`config.mk`:
```
export PLATFORM = sky130hd
export DESIGN_NAME = dsar_channel
export DESIGN_NICKNAME = d
export VERILOG_FILES = /design/src/verilog/dsar_pkg.sv /design/src/verilog/dsar_channel.sv
export SDC_FILE = /design/constraint.sdc
export NUM_CORES = 1
export LEC_CHECK = 0
export ABC_AREA = 1
export BUFFER_PORTS_ARGS = -buffer_cell sky130_fd_sc_hd__buf_2
export CAP_MARGIN = 20
export CORE_ASPECT_RATIO = 0.8
export CORE_MARGIN = 2
export CORE_UTILIZATION = 40
export DETAILED_ROUTE_END_ITERATION = 8
export GPL_TIMING_DRIVEN = 1
export SYNTH_ARGS = -nofsm -noshare
export SYNTH_HDL_FRONTEND = slang
export SYNTH_SLANG_ARGS = --single-unit
```
`constraint.sdc`:
```
create_clock -name clk_i -period 4.1 [get_ports clk_i]
set_input_delay 0.82 -clock clk_i [delete_from_list [all_inputs] [get_ports clk_i]]
set_output_delay 0.82 -clock clk_i [all_outputs]
set_load 0.02 [all_outputs]
```
`src/verilog/dsar_pkg.sv`:
```
package dsar_pkg;

   // ---------------------------------------------------------------
   // register map (word offsets, byte addresses)
   // ---------------------------------------------------------------
   localparam logic [7:0] ADDR_MEM_PTR  = 8'h00;
   localparam logic [7:0] ADDR_IO_LOW   = 8'h04;
   localparam logic [7:0] ADDR_COUNTER  = 8'h08;
   localparam logic [7:0] ADDR_CONTROL  = 8'h0c;
   localparam logic [7:0] ADDR_STATUS   = 8'h10;
   localparam logic [7:0] ADDR_MASK     = 8'h14;

   // ---------------------------------------------------------------
   // control register fields
   // ---------------------------------------------------------------
   localparam int CTL_ENABLE_BIT = 0;
   localparam int CTL_SIZE_BIT   = 1;
   localparam int CTL_DIR_BIT    = 2;
   localparam int CTL_REPEAT_BIT = 3;
   localparam int CTL_SRC_LSB    = 4;
   localparam int CTL_SRC_W      = 3;

   // status / mask fields
   localparam int ST_DONE_BIT = 0;
   localparam int ST_XFER_BIT = 1;
   localparam int ST_W        = 2;

   // ---------------------------------------------------------------
   // activation sources
   // ---------------------------------------------------------------
   localparam logic [2:0] SRC_TMR0 = 3'h0;
   localparam logic [2:0] SRC_TMR1 = 3'h1;
   localparam logic [2:0] SRC_TMR2 = 3'h2;
   localparam logic [2:0] SRC_TMR3 = 3'h3;
   localparam logic [2:0] SRC_TXE  = 3'h4;
   localparam logic [2:0] SRC_RXF  = 3'h5;
   localparam logic [2:0] SRC_EXT  = 3'h6;
   localparam int         NUM_SRC  = 7;

   // ---------------------------------------------------------------
   // widths and reset values
   // ---------------------------------------------------------------
   localparam int          MEM_AW    = 24;
   localparam int          IO_LOW_W  = 8;
   localparam int          CNT_W     = 16;
   localparam logic [15:0] IO_HIGH   = 16'hffff;
   localparam logic [23:0] PTR_RST   = 24'h000000;
   localparam logic [7:0]  IO_RST    = 8'h00;
   localparam logic [15:0] CNT_RST   = 16'h0000;
   localparam logic [7:0]  BYTE_ZERO = 8'h00;
   localparam logic [15:0] WORD_ZERO = 16'h0000;

   typedef enum logic [2:0] {
      ST_IDLE  = 3'b001,
      ST_READ  = 3'b010,
      ST_WRITE = 3'b100
   } dsar_state_t;

endpackage : dsar_pkg

```
`src/verilog/dsar_channel.sv`:
```
module dsar_channel
   import dsar_pkg::*;
(
   input  wire logic        clk_i,        // system clock
   input  wire logic        rst_i,        // synchronous reset
   // wishbone slave
   input  wire logic        wb_cyc_i,     // cycle
   input  wire logic        wb_stb_i,     // strobe
   input  wire logic        wb_we_i,      // write enable
   input  wire logic [7:0]  wb_adr_i,     // byte address
   input  wire logic [3:0]  wb_sel_i,     // byte lanes
   input  wire logic [31:0] wb_dat_i,     // write data
   output logic      [31:0] wb_dat_o,     // read data
   output logic             wb_ack_o,     // acknowledge
   // activation requests, one-cycle pulses except the external pin (edge detected)
   input  wire logic [3:0]  tmr_req_i,    // timer compare/capture a
   input  wire logic        txe_req_i,    // serial transmit empty
   input  wire logic        rxf_req_i,    // serial receive full
   input  wire logic        ext_req_i,    // external request pin
   // system bus master
   output logic [23:0]      sb_adr_o,     // bus address
   output logic             sb_req_o,     // bus request
   output logic             sb_we_o,      // write cycle
   output logic             sb_word_o,    // word sized cycle
   output logic [15:0]      sb_dat_o,     // write data
   input  wire logic        sb_ack_i,     // bus acknowledge
   input  wire logic [15:0] sb_dat_i,     // read data
   output logic             irq_o         // interrupt level
);

   // ---------------------------------------------------------------
   // registers
   // ---------------------------------------------------------------
   // programmed state
   logic [MEM_AW-1:0]   memory_address_pointer_r;
   logic [IO_LOW_W-1:0] io_low_address_r;
   logic [CNT_W-1:0]    transfer_counter_word_r;
   logic                channel_transfer_enable_r;
   logic                element_size_select_r;
   logic                address_direction_select_r;
   logic                repeat_mode_r;
   logic [CTL_SRC_W-1:0] src_sel_r;
   logic [ST_W-1:0]     status_r;
   logic [ST_W-1:0]     mask_r;

   // sequencer state
   dsar_state_t         state_r;
   logic                to_mem_r;

   // external pin synchroniser
   logic                ext_s1_r;
   logic                ext_s2_r;
   logic                ext_s3_r;

   // decoded strobes
   logic                bus_hit;
   logic                wr_ctl;
   logic                wr_mask;
   logic                rd_status;
   logic [31:0]         rd_data;
   logic                req_pulse;
   logic                done_pulse;
   logic                xfer_pulse;
   logic [ST_W-1:0]     status_set;

   // derived counts and addresses
   logic [7:0]          repeat_running_count;
   logic [7:0]          repeat_initial_count;
   logic                repeat_wrap;
   logic [MEM_AW-1:0]   step;
   logic [MEM_AW-1:0]   rewind;
   logic [MEM_AW-1:0]   io_full_addr;

   // ---------------------------------------------------------------
   // decoded strobes and derived addresses
   // ---------------------------------------------------------------
   assign repeat_running_count = transfer_counter_word_r[15:8];
   assign repeat_initial_count = transfer_counter_word_r[7:0];
   // running count wraps at one, zero tolerated
   assign repeat_wrap = (repeat_running_count == 8'h01)
                        | (repeat_running_count == BYTE_ZERO);
   assign bus_hit   = wb_cyc_i & wb_stb_i & ~wb_ack_o;
   assign wr_ctl    = bus_hit & wb_we_i & (wb_adr_i == ADDR_CONTROL)
                      & wb_sel_i[0];
   assign wr_mask   = bus_hit & wb_we_i & (wb_adr_i == ADDR_MASK)
                      & wb_sel_i[0];
   assign rd_status = bus_hit & ~wb_we_i & (wb_adr_i == ADDR_STATUS);

   assign io_full_addr = {IO_HIGH, io_low_address_r};

   // size of one element in bytes
   assign step = element_size_select_r ? 24'h000002 : 24'h000001;
   // initial count times element size
   assign rewind = element_size_select_r ?
                   {15'h0000, repeat_initial_count, 1'b0} :
                   {16'h0000, repeat_initial_count};

   // ---------------------------------------------------------------
   // external request synchroniser
   // ---------------------------------------------------------------
   always_ff @(posedge clk_i) begin
      if (rst_i) begin
         ext_s1_r <= 1'b0;
         ext_s2_r <= 1'b0;
         ext_s3_r <= 1'b0;
      end else begin
         ext_s1_r <= ext_req_i;
         ext_s2_r <= ext_s1_r;
         ext_s3_r <= ext_s2_r;
      end
   end

   // ---------------------------------------------------------------
   // activation select
   // ---------------------------------------------------------------
   // source multiplexer
   always_comb begin
      case (src_sel_r)
         SRC_TMR0: req_pulse = tmr_req_i[0];
         SRC_TMR1: req_pulse = tmr_req_i[1];
         SRC_TMR2: req_pulse = tmr_req_i[2];
         SRC_TMR3: req_pulse = tmr_req_i[3];
         SRC_TXE:  req_pulse = txe_req_i;
         SRC_RXF:  req_pulse = rxf_req_i;
         SRC_EXT:  req_pulse = ext_s2_r & ~ext_s3_r;
         default:  req_pulse = 1'b0;
      endcase
   end

   // ---------------------------------------------------------------
   // transfer sequencer
   // ---------------------------------------------------------------
   always_ff @(posedge clk_i) begin
      if (rst_i) begin
         state_r   <= ST_IDLE;
         sb_req_o  <= 1'b0;
         sb_we_o   <= 1'b0;
         sb_word_o <= 1'b0;
         sb_adr_o  <= PTR_RST;
         sb_dat_o  <= WORD_ZERO;
         to_mem_r  <= 1'b0;
      end else begin
         case (state_r)
            ST_IDLE: begin
               if (req_pulse & channel_transfer_enable_r) begin
                  to_mem_r  <= (src_sel_r == SRC_RXF);
                  sb_adr_o  <= (src_sel_r == SRC_RXF) ? io_full_addr :
                               memory_address_pointer_r;
                  sb_req_o  <= 1'b1;
                  sb_we_o   <= 1'b0;
                  sb_word_o <= element_size_select_r;
                  state_r   <= ST_READ;
               end
            end

            ST_READ: begin
               if (sb_ack_i) begin
                  sb_dat_o <= sb_dat_i;
                  sb_adr_o <= to_mem_r ? memory_address_pointer_r :
                              io_full_addr;
                  sb_we_o  <= 1'b1;
                  state_r  <= ST_WRITE;
               end
            end

            ST_WRITE: begin
               if (sb_ack_i) begin
                  sb_req_o <= 1'b0;
                  sb_we_o  <= 1'b0;
                  state_r  <= ST_IDLE;
               end
            end

            default: begin
               sb_req_o <= 1'b0;
               state_r  <= ST_IDLE;
            end
         endcase
      end
   end

   assign xfer_pulse = (state_r == ST_WRITE) & sb_ack_i;
   // idle run ends when word hits zero
   assign done_pulse = xfer_pulse & ~repeat_mode_r
                       & (transfer_counter_word_r == 16'h0001);
   assign status_set = {xfer_pulse, done_pulse};

   // ---------------------------------------------------------------
   // address and count registers
   // ---------------------------------------------------------------
   always_ff @(posedge clk_i) begin
      if (rst_i) begin
         memory_address_pointer_r <= PTR_RST;
         transfer_counter_word_r  <= CNT_RST;
      end else if (bus_hit & wb_we_i) begin
         case (wb_adr_i)
            ADDR_MEM_PTR: begin
               if (wb_sel_i[0]) memory_address_pointer_r[7:0]   <=
                  wb_dat_i[7:0];
               if (wb_sel_i[1]) memory_address_pointer_r[15:8]  <=
                  wb_dat_i[15:8];
               if (wb_sel_i[2]) memory_address_pointer_r[23:16] <=
                  wb_dat_i[23:16];
            end

            ADDR_COUNTER: begin
               if (wb_sel_i[0]) transfer_counter_word_r[7:0]  <=
                  wb_dat_i[7:0];
               if (wb_sel_i[1]) transfer_counter_word_r[15:8] <=
                  wb_dat_i[15:8];
            end

            default: ;
         endcase
      end else if (xfer_pulse) begin
         if (repeat_mode_r) begin
            if (repeat_wrap) begin
               transfer_counter_word_r[15:8] <= repeat_initial_count;
               // rewind by initial count times size
               memory_address_pointer_r <= address_direction_select_r ?
                  memory_address_pointer_r - step + rewind :
                  memory_address_pointer_r + step - rewind;
            end else begin
               transfer_counter_word_r[15:8] <=
                  repeat_running_count - 8'h01;
               memory_address_pointer_r <= address_direction_select_r ?
                  memory_address_pointer_r - step :
                  memory_address_pointer_r + step;
            end
         end else begin
            // one count per element, zero wraps
            transfer_counter_word_r <= transfer_counter_word_r - 16'h0001;
         end
      end
   end

   // ---------------------------------------------------------------
   // io low address register
   // ---------------------------------------------------------------
   always_ff @(posedge clk_i) begin
      if (rst_i) begin
         io_low_address_r <= IO_RST;
      end else if (bus_hit & wb_we_i & (wb_adr_i == ADDR_IO_LOW)
                   & wb_sel_i[0]) begin
         io_low_address_r <= wb_dat_i[7:0];
      end
   end

   // ---------------------------------------------------------------
   // control register
   // ---------------------------------------------------------------
   always_ff @(posedge clk_i) begin
      if (rst_i) begin
         channel_transfer_enable_r <= 1'b0;
      end else if (done_pulse) begin
         // hardware clear wins over a write
         channel_transfer_enable_r <= 1'b0;
      end else if (wr_ctl) begin
         channel_transfer_enable_r <= wb_dat_i[CTL_ENABLE_BIT];
      end
   end

   // ---------------------------------------------------------------
   // mode bits
   // ---------------------------------------------------------------
   always_ff @(posedge clk_i) begin
      if (rst_i) begin
         element_size_select_r      <= 1'b0;
         address_direction_select_r <= 1'b0;
         repeat_mode_r              <= 1'b0;
         src_sel_r                  <= SRC_TMR0;
      end else if (wr_ctl) begin
         element_size_select_r      <= wb_dat_i[CTL_SIZE_BIT];
         address_direction_select_r <= wb_dat_i[CTL_DIR_BIT];
         repeat_mode_r              <= wb_dat_i[CTL_REPEAT_BIT];
         src_sel_r <= wb_dat_i[CTL_SRC_LSB +: CTL_SRC_W];
      end
   end

   // ---------------------------------------------------------------
   // interrupt status and mask
   // ---------------------------------------------------------------
   always_ff @(posedge clk_i) begin
      if (rst_i) begin
         status_r <= 2'b00;
      end else begin
         // done only raised in idle mode; set beats clear
         status_r <= (rd_status ? 2'b00 : status_r) | status_set;
      end
   end

   always_ff @(posedge clk_i) begin
      if (rst_i) begin
         mask_r <= 2'b00;
      end else if (wr_mask) begin
         mask_r <= wb_dat_i[ST_W-1:0];
      end
   end

   always_ff @(posedge clk_i) begin
      if (rst_i) begin
         irq_o <= 1'b0;
      end else begin
         irq_o <= |(status_r & mask_r);
      end
   end

   // ---------------------------------------------------------------
   // wishbone read and acknowledge
   // ---------------------------------------------------------------
   always_comb begin
      case (wb_adr_i)
         ADDR_MEM_PTR: rd_data = {8'h00, memory_address_pointer_r};
         ADDR_IO_LOW:  rd_data = {24'h000000, io_low_address_r};
         ADDR_COUNTER: rd_data = {16'h0000, transfer_counter_word_r};
         ADDR_CONTROL: rd_data = {25'h0000000, src_sel_r,
                                  repeat_mode_r,
                                  address_direction_select_r,
                                  element_size_select_r,
                                  channel_transfer_enable_r};
         ADDR_STATUS:  rd_data = {30'h00000000, status_r};
         ADDR_MASK:    rd_data = {30'h00000000, mask_r};
         default:      rd_data = 32'h00000000;
      endcase
   end

   always_ff @(posedge clk_i) begin
      if (rst_i) begin
         wb_ack_o <= 1'b0;
      end else begin
         wb_ack_o <= bus_hit;
      end
   end

   always_ff @(posedge clk_i) begin
      if (rst_i) begin
         wb_dat_o <= 32'h00000000;
      end else begin
         wb_dat_o <= bus_hit ? rd_data : 32'h00000000;
      end
   end

endmodule : dsar_channel

```
Word-level counts from Yosys, hierarchy flattened
Cells that the tools add are included.
{ "word_totals": {"register_bits": 143, "in_bits": 73, "output_inout_bits": 77, "elab_cells": 139} }
{ "classes": {"add_sub_neg": 6, "n_eq_ne": 25, "muxes": 36, "bitwise_logic": 25, "reduce_logical": 21} }
{ "ops": {"columns": ["operator", "n"], "rows": [
  ["$mux 24", 11],
  ["$pmux 24 s6", 1],
  ["$mux 16", 3],
  ["$mux 8", 6],
  ["$pmux 24 s2", 1],
  ["$add 24x2->24", 1],
  ["$add 24x9->24", 1],
  ["$sub 24x2->24", 1],
  ["$sub 24x9->24", 1],
  ["$reduce_and 4->1", 5],
  ["$and 1x1->1", 16],
  ["$eq 16x1->1 const B", 1],
  ["$eq 8x4->1 const B", 2],
  ["$eq 8x5->1 const B", 2],
  ["$logic_not 8->1", 2],
  ["$sub 16x1->16 const B", 1],
  ["$eq 3x3->1 const B", 4],
  ["$ne 2x2->1 const B", 6],
  ["$reduce_and 3->1", 4],
  ["$eq 3x2->1 const B", 3],
  ["$mux 3", 3],
  ["$mux 9", 1],
  ["$pmux 3 s3", 1],
  ["$eq 8x1->1 const B", 1],
  ["17 further kinds", 35]
]} }

Logic depth before layout (Yosys ltp)
Gate-level depths: netlist of the first run.
{ "logic_depth": {"word_depth": 8, "ltp_mapped": 28} }

Worst setup path before layout of the first run
OpenSTA, ideal clock, no wires.
{ "synth_path": {"kind": "reg2reg", "from": "reg element_size_select_r", "to": "reg memory_address_pointer_r[23]", "t_arrival_ps": 3502, "t_required_ps": 3969, "setup_slack_ps": 468, "stages_incl_launch_ff": 28, "cell_sequence": "dfxtp_1 > buf_2 > buf_2 > inv_1 > ha_1 > inv_1 > fa_1 > nor2_1 > nand2_1 > nor2_2 > xor2_1 > inv_1 > ha_1 > nand2_1 > nor2_1 > nand3_1 > nand4_1 > nand2_2 > nor3_2 > nand3_1 > nand2_1 > nand2_1 > inv_1 > nand3_1 > nand2_1 > nand2_1 > nand2_1 > a21oi_2"} }
{ "synth_between": {"elab_chain_cells": 8, "word_cells_on_any_way": 12} }
{ "synth_rtl": {"columns": ["element", "line_no", "rtl"], "rows": [
  ["from (decl)", "dsar_channel.sv:39", "logic element_size_select_r;"],
  ["from (signal assigned)", "dsar_channel.sv:273", "element_size_select_r <= wb_dat_i[CTL_SIZE_BIT];"],
  ["$mux 2", "dsar_channel.sv:92", "assign step = element_size_select_r ? 24'h000002 : 24'h000001;"],
  ["$add 24x2->24 or $sub 24x2->24 (tied branches)", null, null],
  ["$sub 24x9->24 or $add 24x9->24 (tied branches)", "dsar_channel.sv:222, dsar_channel.sv:221", null],
  ["$mux 24", "dsar_channel.sv:220", "memory_address_pointer_r <= address_direction_select_r ?"],
  ["$mux 24 (*)", "dsar_channel.sv:217", "if (repeat_wrap) begin"],
  ["$mux 24 (*)", "dsar_channel.sv:216", "if (repeat_mode_r) begin"],
  ["$mux 24 (*)", "dsar_channel.sv:215", "end else if (xfer_pulse) begin"],
  ["$mux 24 (*)", "dsar_channel.sv:195", "end else if (bus_hit & wb_we_i) begin"],
  ["to (signal assigned)", "dsar_channel.sv:202", "if (wb_sel_i[2]) memory_address_pointer_r[23:16] <="],
  ["to (signal assigned)", "dsar_channel.sv:220", null],
  ["to (signal assigned)", "dsar_channel.sv:226", "memory_address_pointer_r <= address_direction_select_r ?"],
  ["to (decl)", "dsar_channel.sv:35", "logic [MEM_AW-1:0] memory_address_pointer_r;"]
]} }
Mark *: on every way between the ends. The rest lies on a longest branch, timed or not. The select of a mux whose other input is x is not followed.
A chain may end at the register's enable or synchronous reset.

Final worst setup path of the first run
{ "layout_path": {"from": "reg memory_address_pointer_r[0]", "to": "reg memory_address_pointer_r[17]"} }
{ "layout_between": {"elab_chain_cells": 7, "word_cells_on_any_way": 10} }
{ "layout_rtl": {"columns": ["element", "line_no", "rtl"], "rows": [
  ["from (signal assigned)", "dsar_channel.sv:198", "if (wb_sel_i[0]) memory_address_pointer_r[7:0] <="],
  ["from (signal assigned)", "dsar_channel.sv:220", null],
  ["from (signal assigned)", "dsar_channel.sv:226", null],
  ["$add 24x2->24 or $sub 24x2->24 (tied branches)", null, null],
  ["$sub 24x9->24 or $add 24x9->24 (tied branches)", "dsar_channel.sv:222, dsar_channel.sv:221", null],
  ["$mux 24", "dsar_channel.sv:220", null],
  ["$mux 24 (*)", "dsar_channel.sv:217", null],
  ["$mux 24 (*)", "dsar_channel.sv:216", null],
  ["$mux 24 (*)", "dsar_channel.sv:215", null],
  ["$mux 24 (*)", "dsar_channel.sv:195", null]
]} }
Marks and branches as above.

==> impl_metrics.prom, run 1 <==
# TYPE chip_impl_metric gauge
chip_impl_metric{name="synth.cell_area",unit="sq um"} 10400
chip_impl_info{name="cts_root_buffer",value="clkbuf_16"} 1
chip_impl_metric{name="floorplan.die.height",unit="um"} 148
chip_impl_metric{name="max_slew.worst_pin.slew",unit="ns"} 1.02
chip_impl_metric{name="vias",unit=""} 11400
chip_impl_metric{name="drive_gt1_frac",unit=""} 0.155
chip_impl_metric{name="postSynthAreaPerCell",unit="sq um"} 6.16
chip_impl_info{name="final_common_cell",value="nand2_1"} 1
chip_impl_info{name="critical_path_class",value="reg2reg"} 1
chip_impl_metric{name="finalWeightedCongestion",unit=""} 0.953
chip_impl_metric{name="power.switching_fraction",unit=""} 0.357
chip_impl_metric{name="io_pins",unit=""} 150
chip_impl_metric{name="internal-power",unit="mW"} 2.70
chip_impl_metric{name="drc",unit=""} 0
chip_impl_info{name="critPathLaunchType",value="register"} 1
chip_impl_metric{name="p_total",unit="mW"} 4.20
chip_impl_metric{name="max_stage_delay",unit="ns"} 0.38
chip_impl_metric{name="timing.final.ws_setup",unit="ns"} 0.283
chip_impl_metric{name="worst_r2r_path_depth",unit=""} 23
chip_impl_info{name="run_status",value="finished clean"} 1
chip_impl_metric{name="timing.critical_path.required",unit="ns"} 4.41
chip_impl_metric{name="drt_iter0_markers",unit=""} 1112
chip_impl_metric{name="route.detailed.wl_per_inst",unit="um"} 17.0
chip_impl_info{name="hold_path.class",value="reg2reg"} 1
chip_impl_metric{name="period_share",unit=""} 0.931
chip_impl_metric{name="timing.critical_path.fanout_max",unit=""} 5
chip_impl_metric{name="area_added_between_synthesis_and_finish",unit="%"} 13.7
chip_impl_metric{name="worst_skew_pair.late_latency",unit="ns"} 0.44
chip_impl_metric{name="synthDistinctLibCells",unit=""} 56
chip_impl_metric{name="num-nets-final",unit=""} 1878
chip_impl_metric{name="power.sequential.fraction",unit=""} 0.340
chip_impl_metric{name="route.final.wire_length",unit="um"} 36300
chip_impl_metric{name="fillerInstances",unit=""} 2716
chip_impl_metric{name="antenna_violations_before_repair",unit=""} 0
chip_impl_metric{name="cts-hold-fix-buffers",unit=""} 0
chip_impl_metric{name="setup_viol",unit=""} 0
chip_impl_metric{name="via_density_per_instance",unit=""} 5.34
chip_impl_info{name="endpoint_kind",value="register"} 1
chip_impl_metric{name="portBuffers",unit=""} 132
chip_impl_metric{name="htreeDepth",unit=""} 4
chip_impl_metric{name="multiInputGateArea",unit="sq um"} 6530
chip_impl_metric{name="post_route_cell_area",unit="sq um"} 11800
chip_impl_metric{name="worstPathBufferInverterCount",unit=""} 3
chip_impl_info{name="rsz0062_at_grt",value="no"} 1
chip_impl_metric{name="synth_cells",unit=""} 1687
chip_impl_metric{name="max_clock_freq",unit="GHz"} 0.262
chip_impl_metric{name="worst-endpoint-arrival",unit="ns"} 4.13
chip_impl_metric{name="start_util",unit=""} 0.409
chip_impl_metric{name="via_count_of_the_first_global_routing_pass",unit=""} 10700
chip_impl_metric{name="grtUsageTotal",unit=""} 0.274
chip_impl_metric{name="post-cts-setup-buffers",unit=""} 0
chip_impl_metric{name="placed_cell_area",unit="sq um"} 11200
chip_impl_metric{name="detail_route.first_pass.iterations",unit=""} 7
chip_impl_metric{name="die_x",unit="um"} 184
chip_impl_metric{name="maxSlewHeadroom",unit=""} 0.319
chip_impl_info{name="worst_path_max_delay_cell",value="fa_1"} 1
chip_impl_metric{name="power.ir.vdd_worst",unit="V"} 0.000350
chip_impl_metric{name="row_count",unit=""} 52
chip_impl_metric{name="skew",unit="ns"} 0.0121
chip_impl_metric{name="preCtsSetupSlack",unit="ns"} 0.206
chip_impl_metric{name="hold-path-cell-count",unit=""} 2
chip_impl_info{name="worstPathCellList",value="inv_1 > ha_1 > inv_1 > fa_1 > nor2_1 > nand2_1 > nor2_4 > xor2_1 > inv_1 > ha_1 > nand2_1 > nor2_1 > nand3_1 > nand4_1 > nand2_2 > nor2_4 > nand4_1 > nand3_1 > nand3_1 > nand2_1 > nand3_1 > nand2_1 > a21oi_1"} 1
chip_impl_metric{name="clk_transition_reported_paths",unit="ns"} 0.06
chip_impl_metric{name="flip_flop_and_latch_count_after_synthesis",unit=""} 135
chip_impl_metric{name="cts.path.max_buffers",unit=""} 2
chip_impl_metric{name="diodes",unit=""} 0
chip_impl_metric{name="timing.setup.tns",unit="ns"} 0
chip_impl_metric{name="final_period_minus_worst_setup_slack",unit="ns"} 3.82
chip_impl_metric{name="cellPowerDensity",unit="nW/um^2"} 355
chip_impl_metric{name="slew_violations",unit=""} 0
chip_impl_info{name="layout.cells.most_common_list",value="nand2_1, nor2_1, inv_1"} 1
chip_impl_metric{name="grt_max_degree",unit=""} 53
chip_impl_metric{name="core_region_area",unit="sq um"} 25400
chip_impl_metric{name="total_leakage_power",unit="nW"} 5.65
chip_impl_metric{name="cts-buffers-inserted",unit=""} 17
chip_impl_metric{name="share_comb_of_total_power",unit=""} 0.280
chip_impl_metric{name="share_clk_of_total_power",unit=""} 0.381
chip_impl_metric{name="sequential_cell_area",unit="sq um"} 2700
chip_impl_metric{name="clock_sink_count",unit=""} 135
chip_impl_metric{name="gr-total-overflow",unit=""} 0
chip_impl_metric{name="grt_first_pass_wirelength",unit="um"} 58500
chip_impl_metric{name="synth.yosys.seq_area_share",unit=""} 0.260
chip_impl_metric{name="hpwl",unit="um"} 28400
chip_impl_metric{name="total_switching_power",unit="mW"} 1.50
chip_impl_metric{name="drt.antenna.violating_nets",unit=""} 0
chip_impl_info{name="timing.critical_path.max_delay_family",value="simple AND/OR/NAND/NOR gates"} 1
chip_impl_metric{name="yosysWarnings",unit=""} 0
chip_impl_info{name="cts_tree",value="yes"} 1
chip_impl_metric{name="crit_cells",unit=""} 23
chip_impl_metric{name="post_cts.resized_instances",unit=""} 0
chip_impl_metric{name="overall_die_area",unit="sq um"} 27300
chip_impl_metric{name="finalHoldViolCount",unit=""} 0
chip_impl_metric{name="maxCapViolCount",unit=""} 0
==> per-layer routing <==
layer  vias to the layer above  global-route usage  part of all wire
li1                       5700                   -                 -
met1                      5243               0.399              0.48
met2                       458               0.416              0.42
met3                        47              0.0446             0.075
met4                         0              0.0764             0.021
met5                         -                   0                 0
==> Yosys cell counts, drive strengths merged <==
master / n / area (sq um)
o31ai: 5 / 37.5
nand4: 24 / 150
inv: 196 / 736
o211ai: 24 / 180
nor3: 30 / 180
clkinv: 5 / 18.8
a221o: 1 / 10.0
buf: 41 / 285
o221ai: 1 / 8.76
or3: 1 / 6.26
o2111ai: 1 / 8.76
conb: 1 / 3.75
a41oi: 2 / 17.5
o311ai: 1 / 8.76
xnor2: 1 / 8.76
dfxtp: 135 / 2700
nand2: 398 / 1580
nand3: 115 / 603
clkbuf: 44 / 166
a211oi: 11 / 100
nor2: 242 / 1020
ha: 23 / 288
nand3b: 1 / 7.51
a21oi: 137 / 727
o21ai: 168 / 845
or2: 2 / 12.5
xor2: 40 / 373
a31oi: 16 / 106
fa: 4 / 80.1
and2: 2 / 12.5
nor4: 1 / 6.26
o2bb2ai: 2 / 17.5
o22ai: 7 / 43.8
o21bai: 2 / 15.0
a221oi: 3 / 26.3
==> worst reg2reg max path: cells and delay by family (launching register included) <==
| kind | cells | cell delay [ns] |
|---|---|---|
| AOI/OAI and AO/OA | 1 | 0.06 |
| xor gates and xnor gates | 1 | 0.20 |
| adders and majority gates | 3 | 0.89 |
| buffers and inverters | 3 | 0.23 |
| DFF | 1 | 0.34 |
| and+or+nand+nor | 15 | 1.96 |
==> metrics by stage <==
stage,hold WS [ns],cells,utilization
floorplan,0.388,1694,-
global placement,0.397,2110,0.441
finish,0.403,2142,0.465
CTS,0.407,2142,0.464
global route,0.425,2142,0.465
detailed placement,0.398,2110,0.441
==> registers in the layout (all words and copies together) (netlist names), 2 cells and up <==
| signal | count |
|---|---|
| src_sel_r | 3 |
| state_r | 3 |
| sb_adr_o | 24 |
| transfer_counter_word_r | 16 |
| memory_address_pointer_r | 24 |
| wb_dat_o | 24 |
| mask_r | 2 |
| status_r | 2 |
| sb_dat_o | 16 |
| io_low_address_r | 8 |
==> area by class of cell <==
type | count | share of cell area
clock buffer | 18 | 0.0363
inverter | 201 | 0.0638
tap | 351 | 0.0371
multi-input combinational | 1273 | 0.552
sequential | 135 | 0.229
clock inverter | 14 | 0.0148
timing repair buffer | 150 | 0.0673
==> kinds of logic after synthesis <==
kind of cell / after synthesis / share of synthesized area
simple gates: 816 / 0.345
flops: 135 / 0.260
compound gates: 381 / 0.207
xor+xnor: 41 / 0.0367
fa+ha+maj: 27 / 0.0354
other cells: 1 / 0.000361
buf+inv: 286 / 0.116
==> power groups by stage <==
stage / Sequential, mW / Combinational (mW) / Clock, mW
final: 1.43 / 1.17 / 1.60
after global routing: 1.43 / 1.30 / 1.68
after CTS: 1.43 / 1.16 / 1.62
after detailed placement: 1.45 / 1.15 / 0
after global placement: 1.45 / 1.14 / 0
after floorplan: 1.50 / 0.770 / 0
==> worst paths after layout <==
path,end,start,slack (ns)
setup reg to reg,memory_address_pointer_r[17]$_SDFFE_PP0P_,memory_address_pointer_r[0]$_SDFFE_PP0P_,0.28
hold reg to reg,ext_s2_r$_SDFF_PP0_,ext_s1_r$_SDFF_PP0_,0.40
setup / recovery,memory_address_pointer_r[17]$_SDFFE_PP0P_,memory_address_pointer_r[0]$_SDFFE_PP0P_,0.28
hold / removal,ext_s2_r$_SDFF_PP0_,ext_s1_r$_SDFF_PP0_,0.40
No activity file was read; power rests on OpenSTA's default activity.
==> run 2, diff against run 1 <==
==> constraint.sdc (replaced) <==
create_clock -name clk_i -period 4.6 [get_ports clk_i]
set_input_delay 0.92 -clock clk_i [delete_from_list [all_inputs] [get_ports clk_i]]
set_output_delay 0.92 -clock clk_i [all_outputs]
set_load 0.02 [all_outputs]
==> run 2 against run 1 <==
- via count fell by 0.12%
- cell area is 0.55% lower
- power fell by 12%
- sequential share of layout area rose by 0.13 points
- first-iteration DRC count fell by 8.6%
- sequential power decreased by 11%
- die area stayed put
- cell count down 0.23%
- clock skew shrank 0.0025 ns
- register-to-register slack better by 0.15 ns
- clock power fell by 14%
==> impl_metrics.prom, run 2 (same netlist as run 1, synthesis figures left out) <==
# TYPE chip_impl_metric gauge
chip_impl_metric{name="max_clock_freq",unit="GHz"} 0.240
chip_impl_metric{name="placed_cell_area",unit="sq um"} 11200
chip_impl_info{name="hold_path_startpoint",value="ext_s1_r$_SDFF_PP0_"} 1
chip_impl_metric{name="route.final.wire_length",unit="um"} 37000
chip_impl_info{name="critical_path_class",value="reg2reg"} 1
chip_impl_metric{name="skew",unit="ns"} 0.00959
chip_impl_metric{name="die_x",unit="um"} 184
chip_impl_metric{name="grt_first_pass_wirelength",unit="um"} 57600
chip_impl_metric{name="max_slew.worst_pin.slew",unit="ns"} 1.08
chip_impl_metric{name="area_added_between_synthesis_and_finish",unit="%"} 13.1
chip_impl_metric{name="via_count_of_the_first_global_routing_pass",unit=""} 10300
chip_impl_info{name="final_common_cell",value="nand2_1"} 1
chip_impl_metric{name="worst-endpoint-arrival",unit="ns"} 4.45
chip_impl_metric{name="maxSlewHeadroom",unit=""} 0.277
chip_impl_metric{name="cts-hold-fix-buffers",unit=""} 0
chip_impl_metric{name="post_route_cell_area",unit="sq um"} 11800
chip_impl_metric{name="htreeDepth",unit=""} 4
chip_impl_metric{name="worst_skew_pair.late_latency",unit="ns"} 0.44
chip_impl_metric{name="core_region_area",unit="sq um"} 25400
chip_impl_metric{name="timing.critical_path.fanout_max",unit=""} 6
chip_impl_metric{name="drive_gt1_frac",unit=""} 0.151
chip_impl_metric{name="io_pins",unit=""} 150
chip_impl_metric{name="num-nets-final",unit=""} 1874
chip_impl_metric{name="drc",unit=""} 0
chip_impl_metric{name="start_util",unit=""} 0.409
chip_impl_metric{name="clk_transition_reported_paths",unit="ns"} 0.06
chip_impl_metric{name="gr-total-overflow",unit=""} 0
chip_impl_info{name="critPathLaunchType",value="register"} 1
chip_impl_metric{name="antenna_violations_before_repair",unit=""} 0
chip_impl_metric{name="post_cts.resized_instances",unit=""} 0
chip_impl_metric{name="r2r_setup_slk",unit="ns"} 0.43
chip_impl_metric{name="slew_violations",unit=""} 0
chip_impl_metric{name="post-cts-setup-buffers",unit=""} 0
chip_impl_metric{name="grtUsageTotal",unit=""} 0.272
chip_impl_metric{name="cts-buffers-inserted",unit=""} 17
chip_impl_info{name="rsz0062_at_grt",value="no"} 1
chip_impl_info{name="endpoint_kind",value="register"} 1
chip_impl_metric{name="maxCapViolCount",unit=""} 0
chip_impl_metric{name="clock_sink_count",unit=""} 135
chip_impl_metric{name="timing.setup.tns",unit="ns"} 0
chip_impl_info{name="launch_instance_of_the_worst_register_to_register_path",value="element_size_select_r$_SDFFE_PP0P_"} 1
chip_impl_metric{name="setup_viol",unit=""} 0
chip_impl_metric{name="finalHoldViolCount",unit=""} 0
chip_impl_info{name="cts_tree",value="yes"} 1
chip_impl_metric{name="row_count",unit=""} 52
chip_impl_info{name="run_status",value="finished clean"} 1
chip_impl_metric{name="floorplan.die.height",unit="um"} 148
chip_impl_metric{name="finalWeightedCongestion",unit=""} 0.952
chip_impl_info{name="layout.cells.most_common_list",value="nand2_1, nor2_1, inv_1"} 1
chip_impl_info{name="worst_r2r_endpoint",value="memory_address_pointer_r[17]$_SDFFE_PP0P_"} 1
chip_impl_metric{name="cellPowerDensity",unit="nW/um^2"} 315
chip_impl_info{name="critical_path.endpoint",value="memory_address_pointer_r[17]$_SDFFE_PP0P_"} 1
chip_impl_metric{name="hpwl",unit="um"} 28200
chip_impl_metric{name="final_period_minus_worst_setup_slack",unit="ns"} 4.17
chip_impl_metric{name="worst_r2r_path_depth",unit=""} 23
chip_impl_info{name="cts_root_buffer",value="clkbuf_16"} 1
chip_impl_metric{name="diodes",unit=""} 0
chip_impl_metric{name="portBuffers",unit=""} 132
chip_impl_metric{name="drt.antenna.violating_nets",unit=""} 0
chip_impl_metric{name="overall_die_area",unit="sq um"} 27300
chip_impl_metric{name="route.detailed.wl_per_inst",unit="um"} 17.3
chip_impl_metric{name="cts.path.max_buffers",unit=""} 2
chip_impl_info{name="crit_path_start",value="element_size_select_r$_SDFFE_PP0P_"} 1
chip_impl_metric{name="detail_route.first_pass.iterations",unit=""} 6
chip_impl_metric{name="drt_iter0_markers",unit=""} 1016
chip_impl_metric{name="vias",unit=""} 11400
chip_impl_metric{name="via_density_per_instance",unit=""} 5.35
chip_impl_metric{name="total_leakage_power",unit="nW"} 5.63
chip_impl_metric{name="timing.critical_path.required",unit="ns"} 4.88
chip_impl_metric{name="postLayoutCoreUtil",unit=""} 0.462
chip_impl_metric{name="power.ir.vdd_worst",unit="V"} 0.000269
chip_impl_metric{name="period_share",unit=""} 0.905
chip_impl_metric{name="grt_max_degree",unit=""} 62
chip_impl_info{name="hold_path.class",value="reg2reg"} 1
chip_impl_info{name="top_regs",value="memory_address_pointer_r: 24 flops, sb_adr_o: 24 flops, wb_dat_o: 24 flops"} 1
-- run 2: changes by cell type in the layout (fill, tap and decap cells not counted), moves of 2 or more --
cell / previous run / this run
clkinv_4: 3 / 1
clkinv_2: 2 / 4
clkbuf_1: 1 / 4
clkinvlp_4: 3 / 1
buf_4: 18 / 14
inv_6: 3 / 0
-- run 2: metal layers --
metal	global-route usage	share of wire	wire length, um
met2	0.410	0.42	15600
met4	0.0748	0.022	802
met1	0.392	0.47	17500
met5	0	0	0
met3	0.0551	0.084	3120
-- run 2: per-stage QoR --
step	worst slack, ns	instances	power, mW	hold slack [ns]
floorplan	0.968	1694	2.03	0.388
global placement	0.606	2106	2.32	0.395
detailed placement	0.534	2106	2.32	0.401
CTS	0.504	2137	3.70	0.411
global route	0.0567	2137	3.89	0.420
finish	0.435	2137	3.70	0.406
-- run 2: where the power goes --
part           leakage, nW  internal [mW]  switching, mW
Sequential            1.09           1.23         0.0431
Clock                0.284          0.860          0.523
Combinational         4.25          0.321          0.729
-- run 2: how the worst min path moves through the flow --
stage / cells after the start / to / slack [ns]
finish: 2 / ext_s2_r$_SDFF_PP0_ / 0.41
global route: 2 / ext_s2_r$_SDFF_PP0_ / 0.42
CTS: 2 / ext_s2_r$_SDFF_PP0_ / 0.41
detailed placement: 2 / ext_s2_r$_SDFF_PP0_ / 0.40
global placement: 2 / ext_s2_r$_SDFF_PP0_ / 0.39
floorplan: 2 / ext_s2_r$_SDFF_PP0_ / 0.39
-- run 2: layout make-up --
cell class              count  area, sq um
clock inverters             9          126
fillers                  2741        13700
well taps                 351          439
repair buffers            146          766
inverters                 201          754
flip-flops and latches    135         2700
multi-input cells        1273         6520
clock buffers              22          454
-- run 2: critical path: stages, from the launching register on --
cell,delay [ns]
dfxtp_1,0.30
inv_1,0.19
ha_1,0.23
inv_1,0.06
fa_1,0.45
nor2_1,0.15
nand2_1,0.15
nor2_2,0.26
xor2_1,0.22
inv_1,0.08
ha_1,0.34
nand2_1,0.08
nor2_1,0.13
nand3_1,0.09
nand4_1,0.20
nand2_2,0.15
nor2_4,0.12
nand4_1,0.21
nand3_1,0.17
nand3_1,0.07
nand2_1,0.07
nand3_1,0.14
nand2_1,0.10
a21oi_1,0.06
==> run 3, diff against run 2 <==
--- a/config.mk
+++ b/config.mk
@@ -13,6 +13,7 @@
 export CORE_UTILIZATION = 40
 export DETAILED_ROUTE_END_ITERATION = 8
 export GPL_TIMING_DRIVEN = 1
+export RECOVER_POWER = 50
 export SYNTH_ARGS = -nofsm -noshare
 export SYNTH_HDL_FRONTEND = slang
 export SYNTH_SLANG_ARGS = --single-unit
==> run 3 against run 2 <==
- the run now ends with max-capacitance violations, max-slew violations left
- clock power barely moved
- critical path type unchanged
- largest power group unchanged
- power fell by 0.41%
- sequential share of layout area rose by 0.21 points
- clock skew rose by 0.00064 ns
- combinational power barely moved
- via count barely moved
- register-to-register slack improved by 0.02 ns
- highest routed layer unchanged
==> impl_metrics.prom, run 3 (same netlist as run 1, synthesis figures left out) <==
# TYPE chip_impl_metric gauge
chip_impl_metric{name="area_added_between_synthesis_and_finish",unit="%"} 12.1
chip_impl_metric{name="num-nets-final",unit=""} 1874
chip_impl_metric{name="period_share",unit=""} 0.901
chip_impl_metric{name="vias",unit=""} 11400
chip_impl_metric{name="preCtsSetupSlack",unit="ns"} 0.534
chip_impl_metric{name="post-cts-setup-buffers",unit=""} 0
chip_impl_metric{name="diodes",unit=""} 0
chip_impl_metric{name="max_clock_freq",unit="GHz"} 0.241
chip_impl_metric{name="hpwl",unit="um"} 28200
chip_impl_info{name="top_regs",value="memory_address_pointer_r: 24 flops, sb_adr_o: 24 flops, wb_dat_o: 24 flops"} 1
chip_impl_metric{name="clk_transition_reported_paths",unit="ns"} 0.06
chip_impl_metric{name="core_region_area",unit="sq um"} 25400
chip_impl_metric{name="drc",unit=""} 0
chip_impl_metric{name="htreeDepth",unit=""} 4
chip_impl_metric{name="cellPowerDensity",unit="nW/um^2"} 317
chip_impl_metric{name="sum_of_met2_wire_segment_lengths_after_detailed_routing",unit="um"} 15600
chip_impl_info{name="final_common_cell",value="nand2_1"} 1
chip_impl_info{name="highest_routed_layer",value="met4"} 1
chip_impl_metric{name="gr-total-overflow",unit=""} 0
chip_impl_metric{name="via_density_per_instance",unit=""} 5.35
chip_impl_metric{name="timing.setup.tns",unit="ns"} 0
chip_impl_metric{name="cts-buffers-inserted",unit=""} 17
chip_impl_metric{name="non_filler_cells_final",unit=""} 2137
chip_impl_info{name="violations",value="max-capacitance violations, max-slew violations"} 1
chip_impl_metric{name="power.sequential.fraction",unit=""} 0.345
chip_impl_metric{name="p_total",unit="mW"} 3.69
chip_impl_metric{name="portBuffers",unit=""} 132
chip_impl_metric{name="timing.critical_path.required",unit="ns"} 4.88
chip_impl_info{name="run_status",value="complete, but fails checks"} 1
chip_impl_metric{name="skew",unit="ns"} 0.0102
chip_impl_metric{name="maxCapViolCount",unit=""} 1
chip_impl_metric{name="drt.antenna.violating_nets",unit=""} 0
chip_impl_metric{name="fin_worst_hold_slack",unit="ns"} 0.406
chip_impl_metric{name="via_count_of_the_first_global_routing_pass",unit=""} 10300
chip_impl_metric{name="maxSlewHeadroom",unit=""} -0.161
chip_impl_metric{name="power.ir.vdd_worst",unit="V"} 0.000268
chip_impl_info{name="cts_root_buffer",value="clkbuf_16"} 1
chip_impl_metric{name="io_pins",unit=""} 150
chip_impl_info{name="critical_path_class",value="reg2reg"} 1
chip_impl_metric{name="worst_r2r_path_depth",unit=""} 23
chip_impl_metric{name="die_x",unit="um"} 184
chip_impl_metric{name="cts-hold-fix-buffers",unit=""} 0
chip_impl_metric{name="setup_viol",unit=""} 0
chip_impl_metric{name="sequential_cell_area",unit="sq um"} 2700
chip_impl_metric{name="grt_max_degree",unit=""} 62
chip_impl_metric{name="finalHoldViolCount",unit=""} 0
chip_impl_metric{name="detail_route.first_pass.iterations",unit=""} 5
chip_impl_metric{name="row_count",unit=""} 52
chip_impl_metric{name="slew_violations",unit=""} 62
chip_impl_metric{name="worst_skew_pair.late_latency",unit="ns"} 0.44
chip_impl_metric{name="antenna_violations_before_repair",unit=""} 0
chip_impl_info{name="layout.cells.most_common_list",value="nand2_1, nor2_1, inv_1"} 1
chip_impl_metric{name="post_cts.resized_instances",unit=""} 0
chip_impl_metric{name="timing.critical_path.fanout_max",unit=""} 6
chip_impl_metric{name="drive_gt1_frac",unit=""} 0.108
chip_impl_metric{name="grtUsageTotal",unit=""} 0.272
chip_impl_metric{name="clock_sink_count",unit=""} 135
chip_impl_metric{name="share_clk_of_total_power",unit=""} 0.374
chip_impl_metric{name="max_slew.worst_pin.slew",unit="ns"} 1.74
chip_impl_info{name="hold_path.class",value="reg2reg"} 1
chip_impl_info{name="cts_tree",value="yes"} 1
chip_impl_metric{name="overall_die_area",unit="sq um"} 27300
chip_impl_metric{name="detail_route.wirelength.met1",unit="um"} 17800
chip_impl_metric{name="total_leakage_power",unit="nW"} 5.32
chip_impl_metric{name="grt_first_pass_wirelength",unit="um"} 57600
chip_impl_metric{name="dr_wl_met3",unit="um"} 2860
chip_impl_metric{name="post_route_cell_area",unit="sq um"} 11700
chip_impl_metric{name="place_inst",unit=""} 2106
chip_impl_metric{name="placed_cell_area",unit="sq um"} 11200
chip_impl_info{name="endpoint_kind",value="register"} 1
chip_impl_metric{name="timing.final.ws_setup",unit="ns"} 0.457
chip_impl_metric{name="multiInputGateArea",unit="sq um"} 6510
chip_impl_metric{name="floorplan.die.height",unit="um"} 148
chip_impl_info{name="critPathLaunchType",value="register"} 1
chip_impl_metric{name="route.detailed.wl_per_inst",unit="um"} 17.3
chip_impl_metric{name="internal-power",unit="mW"} 2.40
chip_impl_metric{name="finalWeightedCongestion",unit=""} 0.952
chip_impl_metric{name="start_util",unit=""} 0.409
chip_impl_metric{name="drt_iter0_markers",unit=""} 958
chip_impl_metric{name="route.final.wire_length",unit="um"} 37100
chip_impl_metric{name="hold-path-cell-count",unit=""} 2
chip_impl_info{name="rsz0062_at_grt",value="no"} 1
chip_impl_metric{name="share_comb_of_total_power",unit=""} 0.281
chip_impl_metric{name="final_period_minus_worst_setup_slack",unit="ns"} 4.14
chip_impl_metric{name="cts.path.max_buffers",unit=""} 2
chip_impl_metric{name="fillerInstances",unit=""} 2772
chip_impl_metric{name="power.switching_fraction",unit=""} 0.350
chip_impl_metric{name="worst-endpoint-arrival",unit="ns"} 4.43
chip_impl_metric{name="total_switching_power",unit="mW"} 1.29
chip_impl_metric{name="postLayoutCoreUtil",unit=""} 0.458
-- run 3: worst max-delay path, cell delays in order, from the launching register on --
cell and delay, ns:
dfxtp_1 0.30, inv_1 0.19, ha_1 0.23, inv_1 0.06, fa_1 0.45, nor2_1 0.15, nand2_1 0.15, nor2_2 0.25
xor2_1 0.22, inv_1 0.08, ha_1 0.34, nand2_1 0.08, nor2_1 0.13, nand3_1 0.09, nand4_1 0.20, nand2_2 0.15
nor2_4 0.13, nand4_1 0.20, nand3_1 0.16, nand3_1 0.07, nand2_1 0.06, nand3_1 0.14, nand2_1 0.10, a21oi_1 0.06
-- run 3: worst paths after layout --
check                                      from                                   endpoint  slack, ns
max          element_size_select_r$_SDFFE_PP0P_  memory_address_pointer_r[17]$_SDFFE_PP0P_       0.46
min                         ext_s1_r$_SDFF_PP0_                        ext_s2_r$_SDFF_PP0_       0.41
max reg2reg  element_size_select_r$_SDFFE_PP0P_  memory_address_pointer_r[17]$_SDFFE_PP0P_       0.46
min reg2reg                 ext_s1_r$_SDFF_PP0_                        ext_s2_r$_SDFF_PP0_       0.41
-- run 3: cell type report --
type	count	share of cell area
clock buffer	22	0.0390
timing repair buffer	146	0.0576
tap	351	0.0377
multi-input combinational	1273	0.558
inverter	201	0.0647
sequential	135	0.232
clock inverter	9	0.0108
-- run 3: power groups by stage --
stage	clock [mW]	sequential (mW)	combinational, mW
floorplan	0	1.34	0.686
global route	1.45	1.28	1.15
CTS	1.40	1.27	1.03
global placement	0	1.29	1.02
finish	1.38	1.27	1.04
detailed placement	0	1.30	1.03
-- run 3: routing by layer --
layer  up-vias  GRT usage
met1      5277      0.392
met2       422      0.410
li1       5676          -
met5         -          0
met4         0     0.0748
met3        48     0.0551
